`config.mk`:
```
export PLATFORM = sky130hd
export DESIGN_NAME = ocb_oscillator_control_bank
export DESIGN_NICKNAME = d
export VERILOG_FILES = /design/src/rtl/ocb_pkg.sv /design/src/rtl/ocb_oscillator_control_bank.sv
export VERILOG_INCLUDE_DIRS = /design/src /design/src/rtl
export SDC_FILE = /design/constraint.sdc
export NUM_CORES = 1
export LEC_CHECK = 0
export BUFFER_PORTS_ARGS = -buffer_cell sky130_fd_sc_hd__buf_2
export CELL_PAD_IN_SITES_DETAIL_PLACEMENT = 0
export CELL_PAD_IN_SITES_GLOBAL_PLACEMENT = 1
export CORE_UTILIZATION = 40
export DETAILED_ROUTE_END_ITERATION = 7
export PLACE_DENSITY_LB_ADDON = 0.1
export SETUP_SLACK_MARGIN = 0.3
export SLEW_MARGIN = 5
export SYNTH_ARGS = -nofsm -noshare
export SYNTH_HDL_FRONTEND = slang
export SYNTH_SLANG_ARGS = --single-unit
```
`constraint.sdc`:
```
create_clock -name core_clk -period 2.82 [get_ports core_clk]
set_input_delay 0.564 -clock core_clk [delete_from_list [all_inputs] [get_ports core_clk]]
set_output_delay 0.564 -clock core_clk [all_outputs]
set_load 0.01 [all_outputs]
```
`src/rtl/ocb_regs.svh`:
```
// register offsets, field positions, reset values and timing figures of the oscillator bank
`ifndef OCB_REGS_SVH
`define OCB_REGS_SVH

`define OCB_ADDR_W 12
`define OCB_FAST_OFF 12'h018
`define OCB_EXT_OFF 12'h01c
`define OCB_SLOW_OFF 12'h020
`define OCB_SUPV_OFF 12'h02c

`define OCB_STABLE_LO 15
`define OCB_DIV_MSB 14
`define OCB_DIV_LSB 11
`define OCB_FTRIM_MSB 10
`define OCB_SWAIT_MSB 11
`define OCB_SWAIT_LSB 10
`define OCB_STRIM_MSB 9
`define OCB_EXT_STABLE 19
`define OCB_WIN_MSB 18
`define OCB_WIN_LSB 8
`define OCB_FLT_BIT 7
`define OCB_MODE_BIT 6
`define OCB_EWAIT_MSB 5
`define OCB_EWAIT_LSB 4
`define OCB_BAND_MSB 3
`define OCB_BAND_LSB 2
`define OCB_DRIVE_MSB 1
`define OCB_SUPV_EN_BIT 0
`define OCB_SUPV_RUNF_BIT 1
`define OCB_SUPV_STARTF_BIT 2

`define OCB_EXT_RESET 32'h0007_ff22
`define OCB_DIV_RESET 4'h5
`define OCB_FTRIM_RESET 11'h400
`define OCB_SWAIT_RESET 2'h3
`define OCB_STRIM_RESET 10'h200

`define OCB_DIV_BY1 4'h6
`define OCB_DIV_BY2 4'h8
`define OCB_DIV_BY4 4'h9
`define OCB_DIV_BY6 4'h5
`define OCB_DIV_BY8 4'hb
`define OCB_DIV_BY10 4'hc
`define OCB_DIV_BY12 4'hd
`define OCB_DIV_BY14 4'he
`define OCB_DIV_BY16 4'hf

`define OCB_SWAIT_0 9'h006
`define OCB_SWAIT_1 9'h012
`define OCB_SWAIT_2 9'h042
`define OCB_SWAIT_3 9'h102

`define OCB_RUN_MIN_EDGES 18'h2_0000
`define OCB_CLK_MHZ 125
`define OCB_START_LIM_A_MS 65
`define OCB_START_LIM_B_MS 65
`define OCB_START_LIM_C_MS 130
`define OCB_START_LIM_D_MS 130

`endif

```
`src/rtl/ocb_pkg.sv`:
```
// types shared by the oscillator bank
package ocb_pkg;
	typedef enum logic [1:0] {
		EXT_OFF,
		EXT_SETTLE,
		EXT_STABLE,
		EXT_START_FAIL
	} ocb_ext_state_t;
endpackage

```
`src/rtl/ocb_oscillator_control_bank.sv`:
```
// oscillator control bank: trim, divide, settle and external clock supervision
//
// Notes on behaviour
// - fast oscillator register bit 15 reads 1 once fast oscillator has settled.
// - four-bit selector divides fast oscillator by 1,2,4,6,8,10,12,14,16; default 6.
// - eleven-bit trim field steers fast oscillator frequency, about 0.2% per step.
// - slow oscillator register bit 15 reads 1 once slow oscillator has settled.
// - two-bit selector sets slow settle: 6, 18, 66 or 258 slow cycles.
// - ten-bit trim field steers slow oscillator frequency.
// - external register bit 19 reads 1 once external fast clock has settled.
// - eleven-bit run failure window in slow periods; software never leaves it zero.
// - bit 7 enables input noise filter; external clock then at most 8 MHz.
// - bit 6 picks crystal mode (0) or direct pin clock (1).
// - two-bit selector sets settle count: 8192, 32768, 131072 or 262144 clocks.
// - with supervision on, start fails when count not reached within time limit.
// - two-bit band selector tells crystal oscillator its frequency range.
// - two-bit drive strength, weakest 00 to strongest 11, default 10.
// - external register resets to 0x0007_ff22.
// - running external clock fails below 0x20000 edges per programmed window.
//
// Chosen here: the AHB-Lite register port.
`timescale 1ns/1ps
`include "ocb_regs.svh"

module ocb_oscillator_control_bank #(
	parameter int FAST_SETTLE_EDGES = 16,
	parameter int EXT_WAIT_0 = 8192,
	parameter int EXT_WAIT_1 = 32768,
	parameter int EXT_WAIT_2 = 131072,
	parameter int EXT_WAIT_3 = 262144,
	parameter int START_LIM_A_CYC = `OCB_START_LIM_A_MS * 1000 * `OCB_CLK_MHZ,
	parameter int START_LIM_B_CYC = `OCB_START_LIM_B_MS * 1000 * `OCB_CLK_MHZ,
	parameter int START_LIM_C_CYC = `OCB_START_LIM_C_MS * 1000 * `OCB_CLK_MHZ,
	parameter int START_LIM_D_CYC = `OCB_START_LIM_D_MS * 1000 * `OCB_CLK_MHZ
)(
	// clock, reset, enable
	input wire logic core_clk,
	input wire logic resetn,
	input wire logic clk_en,
	// ahb-lite slave
	input wire logic hsel,
	input wire logic [31:0] haddr,
	input wire logic [1:0] htrans,
	input wire logic hwrite,
	input wire logic [2:0] hsize,
	input wire logic [31:0] hwdata,
	input wire logic hready,
	output logic hreadyout,
	output logic hresp,
	output logic [31:0] hrdata,
	// oscillator enables from the system control block
	input wire logic fast_osc_enable,
	input wire logic slow_osc_enable,
	input wire logic ext_osc_enable,
	// raw oscillator clocks
	input wire logic internal_fast_oscillator,
	input wire logic internal_slow_clock,
	input wire logic crystal_osc_clk,
	input wire logic oscillator_input_pin,
	// analog controls
	output logic [10:0] fast_osc_trim,
	output logic [9:0] slow_osc_trim,
	output logic [1:0] crystal_band_select,
	output logic [1:0] crystal_drive_strength,
	output logic ext_input_mode,
	output logic input_noise_filter_enable,
	// clock and status
	output logic internal_fast_clock,
	output logic fast_stable,
	output logic slow_stable,
	output logic ext_stable,
	output logic ext_run_fail,
	output logic ext_start_fail
);

	logic [3:0] div_reg;
	logic [10:0] ftrim_reg;
	logic [1:0] swait_reg;
	logic [9:0] strim_reg;
	logic [10:0] win_reg;
	logic flt_reg;
	logic mode_reg;
	logic [1:0] ewait_reg;
	logic [1:0] band_reg;
	logic [1:0] drive_reg;
	logic supv_reg;
	logic wr_pend_reg;
	logic [`OCB_ADDR_W-1:0] addr_reg;
	logic [31:0] hrdata_reg;
	logic [31:0] rd_next;
	logic take;

	logic [2:0] osc_raw;
	logic [2:0] filt_on;
	logic [2:0] sy1_reg;
	logic [2:0] sy2_reg;
	logic [2:0] sy3_reg;
	logic [2:0] sy4_reg;
	logic [2:0] lvl_reg;
	logic [2:0] rise;

	logic [4:0] fset_reg;
	logic fstable_reg;
	logic [8:0] sset_reg;
	logic [8:0] swait_target;
	logic sstable_reg;
	logic [2:0] fdiv_cnt_reg;
	logic [3:0] fhalf;
	logic fclk_reg;

	ocb_pkg::ocb_ext_state_t ext_state_reg;
	logic [18:0] ext_edges_reg;
	logic [18:0] ext_target;
	logic [23:0] start_time_reg;
	logic [23:0] start_lim;
	logic [10:0] win_cnt_reg;
	logic [17:0] run_edges_reg;
	logic run_fail_reg;

	// ahb-lite: writes stall one cycle so a following read sees the new value
	assign take = hsel & htrans[1] & hready;
	assign hreadyout = clk_en & ~wr_pend_reg;
	assign hresp = 1'b0;
	assign hrdata = hrdata_reg;

	always_ff @(posedge core_clk or negedge resetn)
	begin
		if (!resetn)
		begin
			wr_pend_reg <= 1'b0;
			addr_reg <= '0;
			hrdata_reg <= '0;
		end
		else if (clk_en)
		begin
			if (wr_pend_reg)
				wr_pend_reg <= 1'b0;
			else if (take)
			begin
				wr_pend_reg <= hwrite;
				addr_reg <= {haddr[`OCB_ADDR_W-1:2], 2'b00};
				hrdata_reg <= hwrite ? '0 : rd_next;
			end
		end
	end

	always_comb
	begin
		rd_next = '0;
		case ({haddr[`OCB_ADDR_W-1:2], 2'b00})
			`OCB_FAST_OFF:
			begin
				rd_next[`OCB_STABLE_LO] = fstable_reg;
				rd_next[`OCB_DIV_MSB:`OCB_DIV_LSB] = div_reg;
				rd_next[`OCB_FTRIM_MSB:0] = ftrim_reg;
			end
			`OCB_SLOW_OFF:
			begin
				rd_next[`OCB_STABLE_LO] = sstable_reg;
				rd_next[`OCB_SWAIT_MSB:`OCB_SWAIT_LSB] = swait_reg;
				rd_next[`OCB_STRIM_MSB:0] = strim_reg;
			end
			`OCB_EXT_OFF:
			begin
				rd_next[`OCB_EXT_STABLE] = ext_stable;
				rd_next[`OCB_WIN_MSB:`OCB_WIN_LSB] = win_reg;
				rd_next[`OCB_FLT_BIT] = flt_reg;
				rd_next[`OCB_MODE_BIT] = mode_reg;
				rd_next[`OCB_EWAIT_MSB:`OCB_EWAIT_LSB] = ewait_reg;
				rd_next[`OCB_BAND_MSB:`OCB_BAND_LSB] = band_reg;
				rd_next[`OCB_DRIVE_MSB:0] = drive_reg;
			end
			`OCB_SUPV_OFF:
			begin
				rd_next[`OCB_SUPV_EN_BIT] = supv_reg;
				rd_next[`OCB_SUPV_RUNF_BIT] = run_fail_reg;
				rd_next[`OCB_SUPV_STARTF_BIT] = (ext_state_reg == ocb_pkg::EXT_START_FAIL);
			end
			default: rd_next = '0;
		endcase
	end

	// register fields; reserved and read-only bits ignore writes
	always_ff @(posedge core_clk or negedge resetn)
	begin
		if (!resetn)
		begin
			div_reg <= `OCB_DIV_RESET;
			ftrim_reg <= `OCB_FTRIM_RESET;
			swait_reg <= `OCB_SWAIT_RESET;
			strim_reg <= `OCB_STRIM_RESET;
			win_reg <= 11'(`OCB_EXT_RESET >> `OCB_WIN_LSB);
			flt_reg <= 1'(`OCB_EXT_RESET >> `OCB_FLT_BIT);
			mode_reg <= 1'(`OCB_EXT_RESET >> `OCB_MODE_BIT);
			ewait_reg <= 2'(`OCB_EXT_RESET >> `OCB_EWAIT_LSB);
			band_reg <= 2'(`OCB_EXT_RESET >> `OCB_BAND_LSB);
			drive_reg <= 2'(`OCB_EXT_RESET);
			supv_reg <= 1'b0;
		end
		else if (clk_en && wr_pend_reg)
		begin
			case (addr_reg)
				`OCB_FAST_OFF:
				begin
					div_reg <= hwdata[`OCB_DIV_MSB:`OCB_DIV_LSB];
					ftrim_reg <= hwdata[`OCB_FTRIM_MSB:0];
				end
				`OCB_SLOW_OFF:
				begin
					swait_reg <= hwdata[`OCB_SWAIT_MSB:`OCB_SWAIT_LSB];
					strim_reg <= hwdata[`OCB_STRIM_MSB:0];
				end
				`OCB_EXT_OFF:
				begin
					win_reg <= hwdata[`OCB_WIN_MSB:`OCB_WIN_LSB];
					flt_reg <= hwdata[`OCB_FLT_BIT];
					mode_reg <= hwdata[`OCB_MODE_BIT];
					ewait_reg <= hwdata[`OCB_EWAIT_MSB:`OCB_EWAIT_LSB];
					band_reg <= hwdata[`OCB_BAND_MSB:`OCB_BAND_LSB];
					drive_reg <= hwdata[`OCB_DRIVE_MSB:0];
				end
				`OCB_SUPV_OFF: supv_reg <= hwdata[`OCB_SUPV_EN_BIT];
				default: ;
			endcase
		end
	end

	assign fast_osc_trim = ftrim_reg;
	assign slow_osc_trim = strim_reg;
	assign crystal_band_select = band_reg;
	assign crystal_drive_strength = drive_reg;
	assign ext_input_mode = mode_reg;
	assign input_noise_filter_enable = flt_reg;

	// oscillator sampling; index 0 fast, 1 slow, 2 external
	assign osc_raw[0] = internal_fast_oscillator;
	assign osc_raw[1] = internal_slow_clock;
	assign osc_raw[2] = mode_reg ? oscillator_input_pin : crystal_osc_clk;
	assign filt_on = {flt_reg, 2'b00};

	genvar gi;
	generate
		for (gi = 0; gi < 3; gi++)
		begin : g_sync
			logic agree;
			// the filter asks a fourth stage to agree as well
			assign agree = (sy2_reg[gi] == sy3_reg[gi]) &&
				(!filt_on[gi] || sy3_reg[gi] == sy4_reg[gi]);
			assign rise[gi] = agree & sy3_reg[gi] & ~lvl_reg[gi];
			always_ff @(posedge core_clk or negedge resetn)
			begin
				if (!resetn)
				begin
					sy1_reg[gi] <= 1'b0;
					sy2_reg[gi] <= 1'b0;
					sy3_reg[gi] <= 1'b0;
					sy4_reg[gi] <= 1'b0;
					lvl_reg[gi] <= 1'b0;
				end
				else if (clk_en)
				begin
					sy1_reg[gi] <= osc_raw[gi];
					sy2_reg[gi] <= sy1_reg[gi];
					sy3_reg[gi] <= sy2_reg[gi];
					sy4_reg[gi] <= sy3_reg[gi];
					if (agree)
						lvl_reg[gi] <= sy3_reg[gi];
				end
			end
		end
	endgenerate

	// internal oscillator settling
	always_comb
	begin
		case (swait_reg)
			2'b00: swait_target = `OCB_SWAIT_0;
			2'b01: swait_target = `OCB_SWAIT_1;
			2'b10: swait_target = `OCB_SWAIT_2;
			default: swait_target = `OCB_SWAIT_3;
		endcase
	end

	always_ff @(posedge core_clk or negedge resetn)
	begin
		if (!resetn)
		begin
			fset_reg <= '0;
			fstable_reg <= 1'b0;
			sset_reg <= '0;
			sstable_reg <= 1'b0;
		end
		else if (clk_en)
		begin
			if (!fast_osc_enable)
			begin
				fset_reg <= '0;
				fstable_reg <= 1'b0;
			end
			else if (fset_reg == 5'(FAST_SETTLE_EDGES))
				fstable_reg <= 1'b1;
			else if (rise[0])
				fset_reg <= fset_reg + 5'd1;
			if (!slow_osc_enable)
			begin
				sset_reg <= '0;
				sstable_reg <= 1'b0;
			end
			else if (sset_reg >= swait_target)
				sstable_reg <= 1'b1;
			else if (rise[1])
				sset_reg <= sset_reg + 9'd1;
		end
	end

	// fast clock divider: toggle every half period counted in oscillator edges
	always_comb
	begin
		case (div_reg)
			`OCB_DIV_BY1: fhalf = 4'd0;
			`OCB_DIV_BY2: fhalf = 4'd1;
			`OCB_DIV_BY4: fhalf = 4'd2;
			`OCB_DIV_BY8: fhalf = 4'd4;
			`OCB_DIV_BY10: fhalf = 4'd5;
			`OCB_DIV_BY12: fhalf = 4'd6;
			`OCB_DIV_BY14: fhalf = 4'd7;
			`OCB_DIV_BY16: fhalf = 4'd8;
			default: fhalf = 4'd3;
		endcase
	end

	always_ff @(posedge core_clk or negedge resetn)
	begin
		if (!resetn)
		begin
			fdiv_cnt_reg <= '0;
			fclk_reg <= 1'b0;
		end
		else if (clk_en)
		begin
			if (!fast_osc_enable)
			begin
				fdiv_cnt_reg <= '0;
				fclk_reg <= 1'b0;
			end
			else if (fhalf == 4'd0)
				fclk_reg <= lvl_reg[0];
			else if (rise[0])
			begin
				if ({1'b0, fdiv_cnt_reg} >= fhalf - 4'd1)
				begin
					fdiv_cnt_reg <= '0;
					fclk_reg <= ~fclk_reg;
				end
				else
					fdiv_cnt_reg <= fdiv_cnt_reg + 3'd1;
			end
		end
	end

	// external clock start-up
	always_comb
	begin
		case (ewait_reg)
			2'b00:
			begin
				ext_target = 19'(EXT_WAIT_0);
				start_lim = 24'(START_LIM_A_CYC);
			end
			2'b01:
			begin
				ext_target = 19'(EXT_WAIT_1);
				start_lim = 24'(START_LIM_B_CYC);
			end
			2'b10:
			begin
				ext_target = 19'(EXT_WAIT_2);
				start_lim = 24'(START_LIM_C_CYC);
			end
			default:
			begin
				ext_target = 19'(EXT_WAIT_3);
				start_lim = 24'(START_LIM_D_CYC);
			end
		endcase
	end

	always_ff @(posedge core_clk or negedge resetn)
	begin
		if (!resetn)
			ext_state_reg <= ocb_pkg::EXT_OFF;
		else if (clk_en)
		begin
			case (ext_state_reg)
				ocb_pkg::EXT_OFF:
					if (ext_osc_enable)
						ext_state_reg <= ocb_pkg::EXT_SETTLE;
				ocb_pkg::EXT_SETTLE:
					if (!ext_osc_enable)
						ext_state_reg <= ocb_pkg::EXT_OFF;
					else if (ext_edges_reg >= ext_target)
						ext_state_reg <= ocb_pkg::EXT_STABLE;
					else if (supv_reg && start_time_reg >= start_lim)
						ext_state_reg <= ocb_pkg::EXT_START_FAIL;
				ocb_pkg::EXT_STABLE:
					if (!ext_osc_enable)
						ext_state_reg <= ocb_pkg::EXT_OFF;
				ocb_pkg::EXT_START_FAIL:
					if (!ext_osc_enable || !supv_reg)
						ext_state_reg <= ocb_pkg::EXT_OFF;
				default: ext_state_reg <= ocb_pkg::EXT_OFF;
			endcase
		end
	end

	always_ff @(posedge core_clk or negedge resetn)
	begin
		if (!resetn)
		begin
			ext_edges_reg <= '0;
			start_time_reg <= '0;
		end
		else if (clk_en)
		begin
			if (ext_state_reg != ocb_pkg::EXT_SETTLE)
			begin
				ext_edges_reg <= '0;
				start_time_reg <= '0;
			end
			else
			begin
				if (rise[2])
					ext_edges_reg <= ext_edges_reg + 19'd1;
				start_time_reg <= start_time_reg + 24'd1;
			end
		end
	end

	// run-time supervision: edges per window of slow clock periods
	always_ff @(posedge core_clk or negedge resetn)
	begin
		if (!resetn)
		begin
			win_cnt_reg <= '0;
			run_edges_reg <= '0;
			run_fail_reg <= 1'b0;
		end
		else if (clk_en)
		begin
			if (!supv_reg || !ext_osc_enable)
				run_fail_reg <= 1'b0;
			if (ext_state_reg != ocb_pkg::EXT_STABLE || !supv_reg)
			begin
				win_cnt_reg <= '0;
				run_edges_reg <= '0;
			end
			else if (rise[1] && win_cnt_reg == win_reg - 11'd1)
			begin
				if (run_edges_reg < `OCB_RUN_MIN_EDGES)
					run_fail_reg <= 1'b1;
				win_cnt_reg <= '0;
				run_edges_reg <= {17'd0, rise[2]};
			end
			else
			begin
				if (rise[1])
					win_cnt_reg <= win_cnt_reg + 11'd1;
				if (rise[2] && run_edges_reg < `OCB_RUN_MIN_EDGES)
					run_edges_reg <= run_edges_reg + 18'd1;
			end
		end
	end

	assign internal_fast_clock = fclk_reg;
	assign fast_stable = fstable_reg;
	assign slow_stable = sstable_reg;
	assign ext_stable = (ext_state_reg == ocb_pkg::EXT_STABLE) && !run_fail_reg;
	assign ext_run_fail = run_fail_reg;
	assign ext_start_fail = (ext_state_reg == ocb_pkg::EXT_START_FAIL);

endmodule

```
== After elaboration in Yosys (flattened, before gate mapping) ==
Memory sizes are Yosys's and may differ from the RTL's.
Index checks and enable logic that the tools add are counted.

* $add $sub $neg: 9
* Magnitude comparators: 5
* Equality and inequality tests: 36
* Multiplexer cells: 50
* Bitwise operators: 14
* Reduce and logical (&&, ||, !) cells: 39

{| class="wikitable"
|+ Operator list
! cell !! number
|-
| case mux 19 bit (3 select lines) || 1
|-
| 2-to-1 mux 18 bit || 3
|-
| case mux 9 bit (3 select lines) || 2
|-
| 2-to-1 mux 24 bit || 2
|-
| equality test 10 x 3 -> 1 bit (second input constant) || 4
|-
| equality test 10 x 4 -> 1 bit (second input constant) || 4
|-
| 2-to-1 mux 19 bit || 2
|-
| 2-to-1 mux 11 bit || 3
|-
| 2-to-1 mux 9 bit || 3
|-
| adder 24 x 1 -> 24 bit (second input constant) || 1
|-
| greater-or-equal comparator 24 bit || 1
|-
| AND reduction 2 bit || 12
|-
| 2-to-1 mux 20 bit || 1
|-
| adder 19 x 1 -> 19 bit (second input constant) || 1
|-
| greater-or-equal comparator 19 bit || 1
|-
| adder 18 x 1 -> 18 bit (second input constant) || 1
|-
| less-than comparator 18 bit (second input constant) || 1
|-
| 2-to-1 mux 1 bit || 15
|-
| 2-to-1 mux 5 bit || 3
|-
| AND reduction 3 bit || 5
|-
| 2-to-1 mux 2 bit || 6
|-
| 2-to-1 mux 3 bit || 4
|-
| inequality test 2 x 1 -> 1 bit (second input constant) || 6
|-
| inequality test 2 bit (second input constant) || 6
|-
| 31 further kinds || 65
|}

* Register bits: 198
* ROM bits: 64
* Input bits: 82
* Output and inout bits: 67
* Word-level logic and storage cells: 193
* Memories kept: 1

{| class="wikitable"
|+ Memory list
! memory !! words !! bits a word !! rd ports !! clocked after Yosys merged registers in !! write ports !! RTL line !! RTL
|-
| (no name shown) || 16 || 4 || 1 || 0 || 0 || ocb_oscillator_control_bank.sv:319 || <nowiki>case (div_reg)</nowiki>
|}

== Longest topological paths before layout ==
Gate-level depths: netlist of run 1.

* Word-level depth: 9
* Mapped depth: 12
* Gate-level depth less buffers: 12

== Worst setup path after synthesis of run 1 ==
Ideal clock, no wire load.

* Path kind: flip-flop to flip-flop
* Start: register win_reg[0]
* End: register run_edges_reg[9]
* Library setup time: 0.077 ns
* Arrival: 2.628 ns
* Data required time: 2.743 ns
* Slack: 0.114 ns
* Cell stages (with the launch flop): 11
* Path buffers: 0
* Period minus slack after synthesis: 2.706 ns
* Path through: dfstp_2 > inv_1 > ha_1 > or4b_4 > o41ai_4 > o2bb2ai_1 > o22ai_1 > a211oi_4 > o21ai_2 > or4_1 > a21oi_1

* Word-level cells in the longest chain between the ends: 5
* Elaborated cells on any way between the ends: 7
* Those cells by class: add/sub (1); eq/ne (1); mux (2); reduce/logical (3)

{| class="wikitable"
|+ Ends and longest elaborated chain
! what !! RTL line !! RTL
|-
| start, declared || ocb_oscillator_control_bank.sv:80 || <nowiki>logic [10:0] win_reg;</nowiki>
|-
| start signal, assigned || ocb_oscillator_control_bank.sv:192 || <nowiki>win_reg <= 11'(`OCB_EXT_RESET >> `OCB_WIN_LSB);</nowiki>
|-
| start signal, assigned || ocb_oscillator_control_bank.sv:215 || <nowiki>win_reg <= hwdata[`OCB_WIN_MSB:`OCB_WIN_LSB];</nowiki>
|-
| subtractor 11 x 1 -> 11 bit * || ocb_oscillator_control_bank.sv:457 || <nowiki>else if (rise[1] && win_cnt_reg == win_reg - 11'd1)</nowiki>
|-
| equality test 11 bit * || ocb_oscillator_control_bank.sv:457 ||
|-
| logical AND 1 bit * || ocb_oscillator_control_bank.sv:457 ||
|-
| nonzero test 3 bit (no line) / 2-to-1 mux 18 bit (equally long branches) || - ||
|-
| AND reduction 2 bit (no line) / 2-to-1 mux 18 bit (equally long branches) || - ||
|-
| end signal, assigned || ocb_oscillator_control_bank.sv:462 || <nowiki>run_edges_reg <= {17'd0, rise[2]};</nowiki>
|-
| end signal, assigned || ocb_oscillator_control_bank.sv:469 || <nowiki>run_edges_reg <= run_edges_reg + 18'd1;</nowiki>
|-
| end, declared || ocb_oscillator_control_bank.sv:117 || <nowiki>logic [17:0] run_edges_reg;</nowiki>
|}

Mark *: on every way between the ends. The rest lies on a longest branch, timed or not.
A chain may end at the register's enable or synchronous reset.

== Final worst setup path of run 1 ==
* Start: register win_reg[1]
* End: register run_edges_reg[9]

Same word-level chain as after synthesis.

==> results.md, run 1 <==
- Status: complete, no violations
- Core area: about 24,000 um^2
- WP data arrival: roughly 3 ns
- Antenna violations before repair: 1
- Place WS: around 0.093 ns
- Post-Place Cells: roughly 1,400
- IO Pins: between 100 and 150
- Top cell type by total area after synthesis: dfrtp_1
- Worst setup EP type: flip-flop
- RePlAce Congestion: 0.788
- Pre-antenna DRT Iters: 8
- Synth-to-layout area growth: 21.3%
- Critical Path Start Type: flip-flop
- Non-Filler Instances: about 1,400
- Commonest non-fill, non-tap cell in the layout: dfrtp_1
- Peak supply drop: approximately 320 uV
- Kind of critical path: reg -> reg
- DIE HEIGHT: about 160 um
- WL/cell: around 17 um
- Max Slew Vio Count: 0
- Critical Path Start: win_reg[1]
- Pin count of the biggest net entering global routing: between 60 and 70
- Buf/Inv on CP: 2
- Final setup vio count: 0
- DRC Markers: 0
- Most frequent cells in the layout: dfrtp_1, nor2_1, buf_2
- Min-Delay Path Class: in -> async
- Worst EP required: 3.18 ns
- Met3 global-route usage: 3.45%
- Yosys top cell area share: ~43%
- Crit path time final: 2.66 ns
- Routed Antenna Nets: 0
- RSZ-0062 raised after global routing: true
- First-pass GRT wire length: slightly below 40 mm
- ANT cells: 0
- R2R Path Start: win_reg[1]
- HPWL after DPL: between 15 and 20 mm
- Yosys reg bits: 186
- Synthesized area: 9710 um^2
- Slowest CP cell: or4b_4
- Worst stage delay on the critical path: ~0.48 ns
- F_max: about 380 MHz
- Cell breakdown of the critical path: inv_2, ha_4, or4b_4, o41ai_4, o2bb2ai_2, o22ai_2, a211oi_4, buf_6, o21ai_2, or4_1, a21oi_1
- Die X: about 160 um
- Synth warn: 0
- Synth area leaders: dfrtp_1, mux2_2, dfstp_2, ha_1, nor2_1
- Clk root buf: clkbuf_16
- CP Max Fanout: 3
- Ys flop type: dfrtp_1
- Met1 Track Usage GR: roughly 27%
- Port bufs: 96
- CTS tree: done
- Grt ovf: 0
- Total CTS buffers: 17
- Busiest metal layer after global routing: met2
- Setup TNS: 0 ns
- Number of flops mapped to enable cells by yosys: 0
- Final Total Pwr: roughly 6.3 mW
- Critical path's top delay family: compound AO/OA/AOI/OAI gates
- Final setup margin: 0.164 ns
- WL final: roughly 25 mm
- Site Rows: 56
- Worst Skew: about 0.018 ns
- Hold buffers post-CTS: 0
- Avg Inst Size Synth: between 10 and 15 um^2
- Total GRT Usage: between 20% and 30%
- Ys async rst share: between 90% and 100%
- Final Hold Viols: 0
- Clock Sink Count: 186
- Layout net count: approximately 1,200
- Vias: 7,568
- Gate Count Post-Synth: roughly 960
- Clock tree buffer depth: 2
- Vias in the first global route: 7,558
- Share of cells above drive strength 1: between 20% and 30%
- Starting DRC count in detailed routing: 440
- FILL cells: about 2,300
- Die area: about 25,000 um^2
- Reg clk slew, reported paths: 0.08 ns
- Vias/cell: between 5 and 6
- Distinct cells, synth: 63
- Max Cap Viol: 0
- Max reg flops: 24
- Latest clock arrival within the worst-skew pair: ~0.44 ns
- Slew headroom: around 60%
- Period utilization: 94.2%
- Sequential share of the synthesized area: 48.2%
- Worst Max-Slew Pin Slew: 0.587 ns
- H-tree depth: 4
- Power per cell area: 534 nW/um^2
- Initial Util: 41.1%
- M2 GR Usage: a little over a third
- Leakage power: roughly 5.6 nW
[final timing paths]
path | end | slack, ns | depth (start not counted)
worst max-delay path | run_edges_reg[9] | 0.16 | 11
worst min-delay path | hrdata[17] | 0.11 | 1
worst max register to register | run_edges_reg[9] | 0.16 | 11
worst min register to register | hrdata[3] | 0.48 | 2
max in group asynchronous | div_reg[0] | 1.90 | 2
min in group core_clk | win_reg[9] | 0.36 | 2
[report_power, final]
part	switching [mW]	total (mW)	internal, mW
logic	0.438	0.728	0.290
registers	0.128	2.93	2.80
clock network	1.09	2.63	1.55
[per-layer routing]
layer | share of wire, % | routed length (um)
met1 | 46 | 11200
met2 | 49 | 12200
met3 | 3.8 | 928
met4 | 1.3 | 328
met5 | 0.037 | 9
[metrics by stage]
step,area [um^2],util [%],hold slack (ns)
floorplan,9770,-,0.268
global placement,10700,45.5,0.458
detailed placement,10700,45.5,0.463
CTS,11500,48.8,0.124
global route,11800,49.9,0.142
finish,11800,49.9,0.106
[synthesized netlist by cell type, drive strengths merged (16+ instances only)]
cell / number
nor2: 110
dfrtp: 167
a222oi: 16
inv: 37
o21ai: 49
xnor2: 27
xor2: 44
mux2: 60
nand2: 90
ha: 39
clkbuf: 20
nor3: 17
dfstp: 19
buf: 25
a21oi: 21
nand3: 41
and3: 18
nand4: 20
[area by class of cell]
type | instances | area (um^2) | area share (%)
multi-input cells | 699 | 4970 | 42.2
flip-flops and latches | 186 | 4680 | 39.7
repair buffers | 151 | 945 | 8.02
clock buffers | 20 | 457 | 3.88
well taps | 319 | 399 | 3.39
clock inverters | 12 | 184 | 1.56
inverters | 37 | 143 | 1.21
[what timing repair did]
action	CTS	global route
setup endpoints to repair	36	50
gates resized for setup	22	42
cloned	1	1
pin swaps	5	24
setup buffers	10	7
[kinds of logic (layout without fill, tap and decap cells)]
group / count (synthesis) / in the layout / share of synthesized area (%)
AND/OR/NAND/NOR: 361 / 361 / 18.1
buffers and inverters: 82 / 220 / 3.82
flip-flops: 186 / 186 / 48.2
XOR/XNOR: 71 / 71 / 6.41
other: 1 / 13 / 0.0386
adder cells (fa/ha/maj): 39 / 39 / 5.03
multiplexers: 69 / 69 / 7.89
AO/OA/AOI/OAI: 146 / 146 / 10.5
[worst reg2reg max path: stages (launching register included)]
cell	delay [ns]
dfstp_2	0.37
inv_2	0.07
ha_4	0.14
or4b_4	0.48
o41ai_4	0.27
o2bb2ai_2	0.14
o22ai_2	0.11
a211oi_4	0.22
buf_6	0.16
o21ai_2	0.08
or4_1	0.40
a21oi_1	0.15
Note: power is estimated with default switching activity, not from simulation.
==> run 2: changes to the inputs <==
- REMOVE_ABC_BUFFERS: not set -> 1
- SLEW_MARGIN: 5 -> 40
==> run 2 against run 1 <==
Against the previous run: cell count shrank 0.28%; count of clock-buffer cells in the layout decreased by 2; register-to-register slack worse by 0.03 ns; worst hold slack lost 0.0090 ns; flip-flop and latch count stayed put; critical path depth rose by 1; cell area is 0.11% lower; die area did not move; critical path type unchanged; critical endpoint is now run_edges_reg[17]; largest power group unchanged; highest routed layer is now met4.
==> results.md, run 2 (same netlist as run 1, synthesis figures left out) <==
- Clock tree buffer depth: 2 (unchanged)
- HPWL after DPL: 17.4 mm (about the same)
- Max Slew Vio Count: 0 (unchanged)
- Multi-input gate area: 4980 um^2 (was 4970 um^2)
- Total GRT Usage: 20.8% (was 20.9%)
- Starting DRC count in detailed routing: 409 (was 440)
- RePlAce Congestion: 0.769 (was 0.788)
- Die area: 24,900 um^2 (unchanged)
- Power per cell area: 530 nW/um^2 (was 534 nW/um^2)
- Pin count of the biggest net entering global routing: 66 (was 68)
- Period utilization: 95.1% (was 94.2%)
- Latest clock arrival within the worst-skew pair: 0.44 ns (about the same)
- WP data arrival: 3.01 ns (was 3.02 ns)
- Most frequent cells in the layout: dfrtp_1, nor2_1, buf_2 (unchanged)
- Initial Util: 41.1% (unchanged)
- Final Cell Area: 11,800 um^2 (about the same)
- Slew headroom: 55.0% (was 60.8%)
- Worst Skew: 0.0124 ns (was 0.0180 ns)
- Cell breakdown of the critical path: inv_2, ha_4, or4b_4, o41ai_4, o2bb2ai_2, o22ai_2, a211oi_4, buf_4, nor2_4, nor2_4, buf_6, o22ai_2 (was inv_2, ha_4, or4b_4, o41ai_4, o2bb2ai_2, o22ai_2, a211oi_4, buf_6, o21ai_2, or4_1, a21oi_1)
- Vias in the first global route: 7,167 (was 7,558)
- Leakage power: 5.53 nW (was 5.55 nW)
- Clk root buf: clkbuf_16 (unchanged)
- RSZ-0062 raised after global routing: true (unchanged)
- Worst Max-Slew Pin Slew: 0.674 ns (was 0.587 ns)
- Site Rows: 56 (unchanged)
- Die X: 158 um (unchanged)
- Placed Area: 10,800 um^2 (was 10,700 um^2)
- Max Cap Viol: 0 (unchanged)
- Vias/cell: 5.25 (was 5.31)
- Reg clk slew, reported paths: 0.07 ns (was 0.08 ns)
- Worst EP required: 3.14 ns (was 3.18 ns)
- Slowest CP cell: or4b_4 (unchanged)
- FILL cells: 2,234 (was 2,263)
- WL final: 24.6 mm (about the same)
- CP Max Fanout: 6 (was 3)
- ANT cells: 0 (unchanged)
- Final Hold Viols: 0 (unchanged)
- Crit path time final: 2.68 ns (was 2.66 ns)
- Antenna violations before repair: 0 (was 1)
- Worst setup EP type: flip-flop (unchanged)
- Critical Path Start Type: flip-flop (unchanged)
- Register cell area after layout: 4680 um^2 (unchanged)
- Synth-to-layout area growth: 21.2% (was 21.3%)
- DIE HEIGHT: 158 um (unchanged)
- Grt ovf: 0 (unchanged)
- Routed Antenna Nets: 0 (unchanged)
- First-pass GRT wire length: 39.5 mm (was 39.7 mm)
- Worst stage delay on the critical path: 0.48 ns (about the same)
- Clock Sink Count: 186 (unchanged)
- Pre-antenna DRT Iters: 6 (was 8)
- CTS tree: done (unchanged)
- Final setup vio count: 0 (unchanged)
- Peak supply drop: 398 uV (was 318 uV)
- Max reg flops: 24 (unchanged)
- Vias: 7,460 (was 7,568)
- WL/cell: 17.4 um (was 17.3 um)
- DRC Markers: 0 (unchanged)
- Share of cells above drive strength 1: 28.7% (was 28.5%)
- H-tree depth: 4 (unchanged)
- F_max: 373 MHz (was 376 MHz)
- Total CTS buffers: 17 (unchanged)
- Kind of critical path: reg -> reg (unchanged)
- Layout net count: 1,210 (was 1,213)
- Post-layout util: 49.8% (was 49.9%)
- IO Pins: 149 (unchanged)
- Commonest non-fill, non-tap cell in the layout: dfrtp_1 (unchanged)
- Min-Delay Path Class: in -> async (unchanged)
- Core area: 23,600 um^2 (unchanged)
- Port bufs: 96 (unchanged)
- Status: complete, no violations (unchanged)
==> run 2: changes by cell type in the layout (fill, tap and decap cells not counted), moves of 2 or more <==
cell,before,now
nor3_1,13,8
buf_12,1,3
o22ai_1,3,1
buf_6,8,4
o22ai_2,2,4
ha_2,0,2
nor3_2,4,9
ha_1,35,33
==> run 2: area by class of cell <==
cell class	instances	area share, %
sequential	186	39.8
timing repair buffer	148	7.93
clock inverter	13	1.61
tap	319	3.39
clock buffer	18	3.73
inverter	37	1.18
multi-input combinational	699	42.4
==> run 2: path summary, 6_finish.rpt <==
kind	start	to	slack, ns	cells after the start
setup / recovery	win_reg[0]	run_edges_reg[17]	0.14	12
hold / removal	resetn	hrdata[12]	0.1	1
setup reg to reg	win_reg[0]	run_edges_reg[17]	0.14	12
hold reg to reg	hrdata[9]	hrdata[9]	0.48	2
max in group asynchronous	resetn	ewait_reg[1]	1.98	2
min in group core_clk	internal_fast_oscillator	sy1_reg[0]	0.35	2
==> run 2: worst max-delay path, delay by kind of cell, from the launching register on <==
kind,cells,cell delay (ns)
buffers and inverters,3,0.43
adders and majority gates,1,0.13
AOI/OAI and AO/OA,5,0.93
and+or+nand+nor,3,0.71
DFF,1,0.37
==> run 2: per-layer routing <==
layer	wire (um)	up-vias	part of all wire, %	global-route usage, %
li1	-	3629	-	-
met1	11900	3671	48	28.8
met2	11600	140	47	33.9
met3	898	20	3.6	3.70
met4	255	0	1.0	4.76
met5	0	-	0	0
==> run 2: power breakdown <==
group	switching (mW)	internal, mW	leakage [nW]
sequential	0.126	2.80	2.47
clock	1.10	1.51	0.304
combinational	0.434	0.269	2.75
==> run 2: metrics by stage <==
stage / setup slack (ns) / power (mW) / hold WS [ns] / cells / TNS, ns
after floorplan: -0.331 / 3.33 / 0.268 / 922 / -11.99
after global placement: 0.0718 / 3.65 / 0.461 / 1378 / 0
after detailed placement: 0.0492 / 3.66 / 0.465 / 1378 / 0
after CTS: 0.157 / 6.30 / 0.105 / 1412 / 0
after global routing: 0.00122 / 6.53 / 0.109 / 1420 / 0
final: 0.137 / 6.24 / 0.0970 / 1420 / 0
==> run 2: what timing repair did <==
item,in CTS,in global routing
endpoints found under the hold margin,0,0
cloned,1,0
setup buffers,2,8
pin swaps,7,19
hold buffers,0,0
setup endpoints to repair,37,47
gates resized for setup,26,39
==> run 3: changes to the inputs <==
- CTS_CLUSTER_SIZE: not set -> 20
- MAX_ROUTING_LAYER: not set -> met4
==> run 3 against run 2 <==
Against the previous run: worst setup slack worse by 0.0031 ns; cell area stayed put; combinational power about the same; maximum frequency down 0.11%; routed wire length shrank 0.22%; die area did not move; via count decreased by 0.12%; utilization unchanged; clock skew barely moved; cell count unchanged; sequential power about the same; largest power group unchanged.
==> results.md, run 3 (same netlist as run 1, synthesis figures left out) <==
- Synth-to-layout area growth: 21.2% (unchanged)
- Min-Delay Path Class: in -> async (unchanged)
- Grt ovf: 0 (unchanged)
- Kind of critical path: reg -> reg (unchanged)
- Pin count of the biggest net entering global routing: 66 (unchanged)
- Final Cell Area: 11,800 um^2 (unchanged)
- Worst EP required: 3.14 ns (about the same)
- Final Hold Viols: 0 (unchanged)
- Die area: 24,900 um^2 (unchanged)
- Commonest non-fill, non-tap cell in the layout: dfrtp_1 (unchanged)
- Port bufs: 96 (unchanged)
- Routed Antenna Nets: 0 (unchanged)
- Slowest CP cell: or4b_4 (unchanged)
- Layout net count: 1,210 (unchanged)
- WL/cell: 17.3 um (was 17.4 um)
- Final Total Pwr: 6.23 mW (was 6.24 mW)
- Site Rows: 56 (unchanged)
- Max Slew Vio Count: 0 (unchanged)
- Pre-antenna DRT Iters: 7 (was 6)
- Crit. path cell count: 12 (unchanged)
- Vias/cell: 5.25 (about the same)
- Slew headroom: 55.5% (was 55.0%)
- Worst Max-Slew Pin Slew: 0.666 ns (was 0.674 ns)
- Share of cells above drive strength 1: 28.7% (unchanged)
- Core area: 23,600 um^2 (unchanged)
- ANT cells: 0 (unchanged)
- Most frequent cells in the layout: dfrtp_1, nor2_1, buf_2 (unchanged)
- Final setup vio count: 0 (unchanged)
- Buf/Inv on CP: 3 (unchanged)
- HPWL after DPL: 17.4 mm (unchanged)
- DIE HEIGHT: 158 um (unchanged)
- Power per cell area: 530 nW/um^2 (about the same)
- Peak supply drop: 396 uV (was 398 uV)
- Worst Skew: 0.0124 ns (about the same)
- Total CTS buffers: 17 (unchanged)
- Max Cap Viol: 0 (unchanged)
- Worst stage delay on the critical path: 0.48 ns (about the same)
- DRC Markers: 0 (unchanged)
- CP Max Fanout: 6 (unchanged)
- WL final: 24.6 mm (about the same)
- RePlAce Congestion: 0.779 (was 0.769)
- Antenna violations before repair: 0 (unchanged)
- Starting DRC count in detailed routing: 454 (was 409)
- Leakage power: 5.53 nW (unchanged)
- Max reg flops: 24 (unchanged)
- IO Pins: 149 (unchanged)
- Hold buffers post-CTS: 0 (unchanged)
- Clock tree buffer depth: 2 (unchanged)
- Critical Path Start Type: flip-flop (unchanged)
- H-tree depth: 4 (unchanged)
- Die X: 158 um (unchanged)
- Critical path's top delay family: compound AO/OA/AOI/OAI gates (unchanged)
- Clock Sink Count: 186 (unchanged)
- Vias: 7,451 (was 7,460)
- CTS tree: done (unchanged)
- Reg clk slew, reported paths: 0.07 ns (about the same)
- Initial Util: 41.1% (unchanged)
- Period utilization: 95.2% (was 95.1%)
- Cell breakdown of the critical path: inv_2, ha_4, or4b_4, o41ai_4, o2bb2ai_2, o22ai_2, a211oi_4, buf_4, nor2_4, nor2_4, buf_6, o22ai_2 (unchanged)
- Status: complete, no violations (unchanged)
- Clk root buf: clkbuf_16 (unchanged)
- WP data arrival: 3.01 ns (about the same)
- Latest clock arrival within the worst-skew pair: 0.44 ns (about the same)
- Reg2Reg Depth: 12 (unchanged)
- Vias in the first global route: 7,164 (was 7,167)
- Worst setup EP type: flip-flop (unchanged)
- RSZ-0062 raised after global routing: true (unchanged)
- Placed Area: 10,800 um^2 (unchanged)
- First-pass GRT wire length: 39.4 mm (was 39.5 mm)
- Total GRT Usage: 21.4% (was 20.8%)
- Crit path time final: 2.69 ns (was 2.68 ns)
- F_max: 372 MHz (was 373 MHz)
run 3: cell counts in the layout (fill, tap and decap cells not counted):
No cell type changed its count.
run 3: per-stage QoR:
step	TNS, ns	worst slack, ns	instances	utilization (%)	hold slack [ns]
after detailed placement	0	0.0492	1378	45.6	0.465
final	0	0.134	1420	49.8	0.0902
after global placement	0	0.0718	1378	45.6	0.461
after CTS	0	0.157	1412	48.8	0.105
after floorplan	-11.99	-0.331	922	-	0.268
after global routing	0	0.00122	1420	49.8	0.109
run 3: worst paths after layout:
kind | slack (ns) | endpoint | startpoint
worst max-delay path | 0.13 | run_edges_reg[17] | win_reg[0]
worst min-delay path | 0.09 | hrdata[12] | resetn
worst max register to register | 0.13 | run_edges_reg[17] | win_reg[0]
worst min register to register | 0.48 | hrdata[9] | hrdata[9]
max in group asynchronous | 2.00 | ewait_reg[1] | resetn
min in group core_clk | 0.36 | sy1_reg[0] | internal_fast_oscillator
run 3: cell type report:
type | count | area, um^2
clock buffers | 18 | 439
inverters | 37 | 139
clock inverters | 13 | 189
multi-input cells | 699 | 4980
flip-flops and latches | 186 | 4680
repair buffers | 148 | 932
well taps | 319 | 399
fillers | 2234 | 11900
run 3: report_power, final:
group / switching [mW] / leakage, nW / total (mW) / internal (mW)
registers: 0.126 / 2.47 / 2.92 / 2.80
logic: 0.432 / 2.75 / 0.701 / 0.269
clock network: 1.10 / 0.304 / 2.61 / 1.51
total: 1.65 / 5.53 / 6.23 / 4.58
run 3: what timing repair did:
action | in CTS | in global routing
gates cloned | 1 | 0
pin swaps | 7 | 19
resized for setup | 26 | 39
setup endpoints to repair | 37 | 47
setup buffers | 2 | 8
run 3: routing by layer:
| layer | vias to the layer above | global-route usage [%] | part of all wire [%] |
|---|---|---|---|
| met5 | - | - | 0 |
| met4 | 0 | 4.76 | 0.92 |
| met3 | 15 | 3.70 | 3.4 |
| met2 | 140 | 33.8 | 47 |
| met1 | 3666 | 28.8 | 48 |
| li1 | 3630 | - | - |
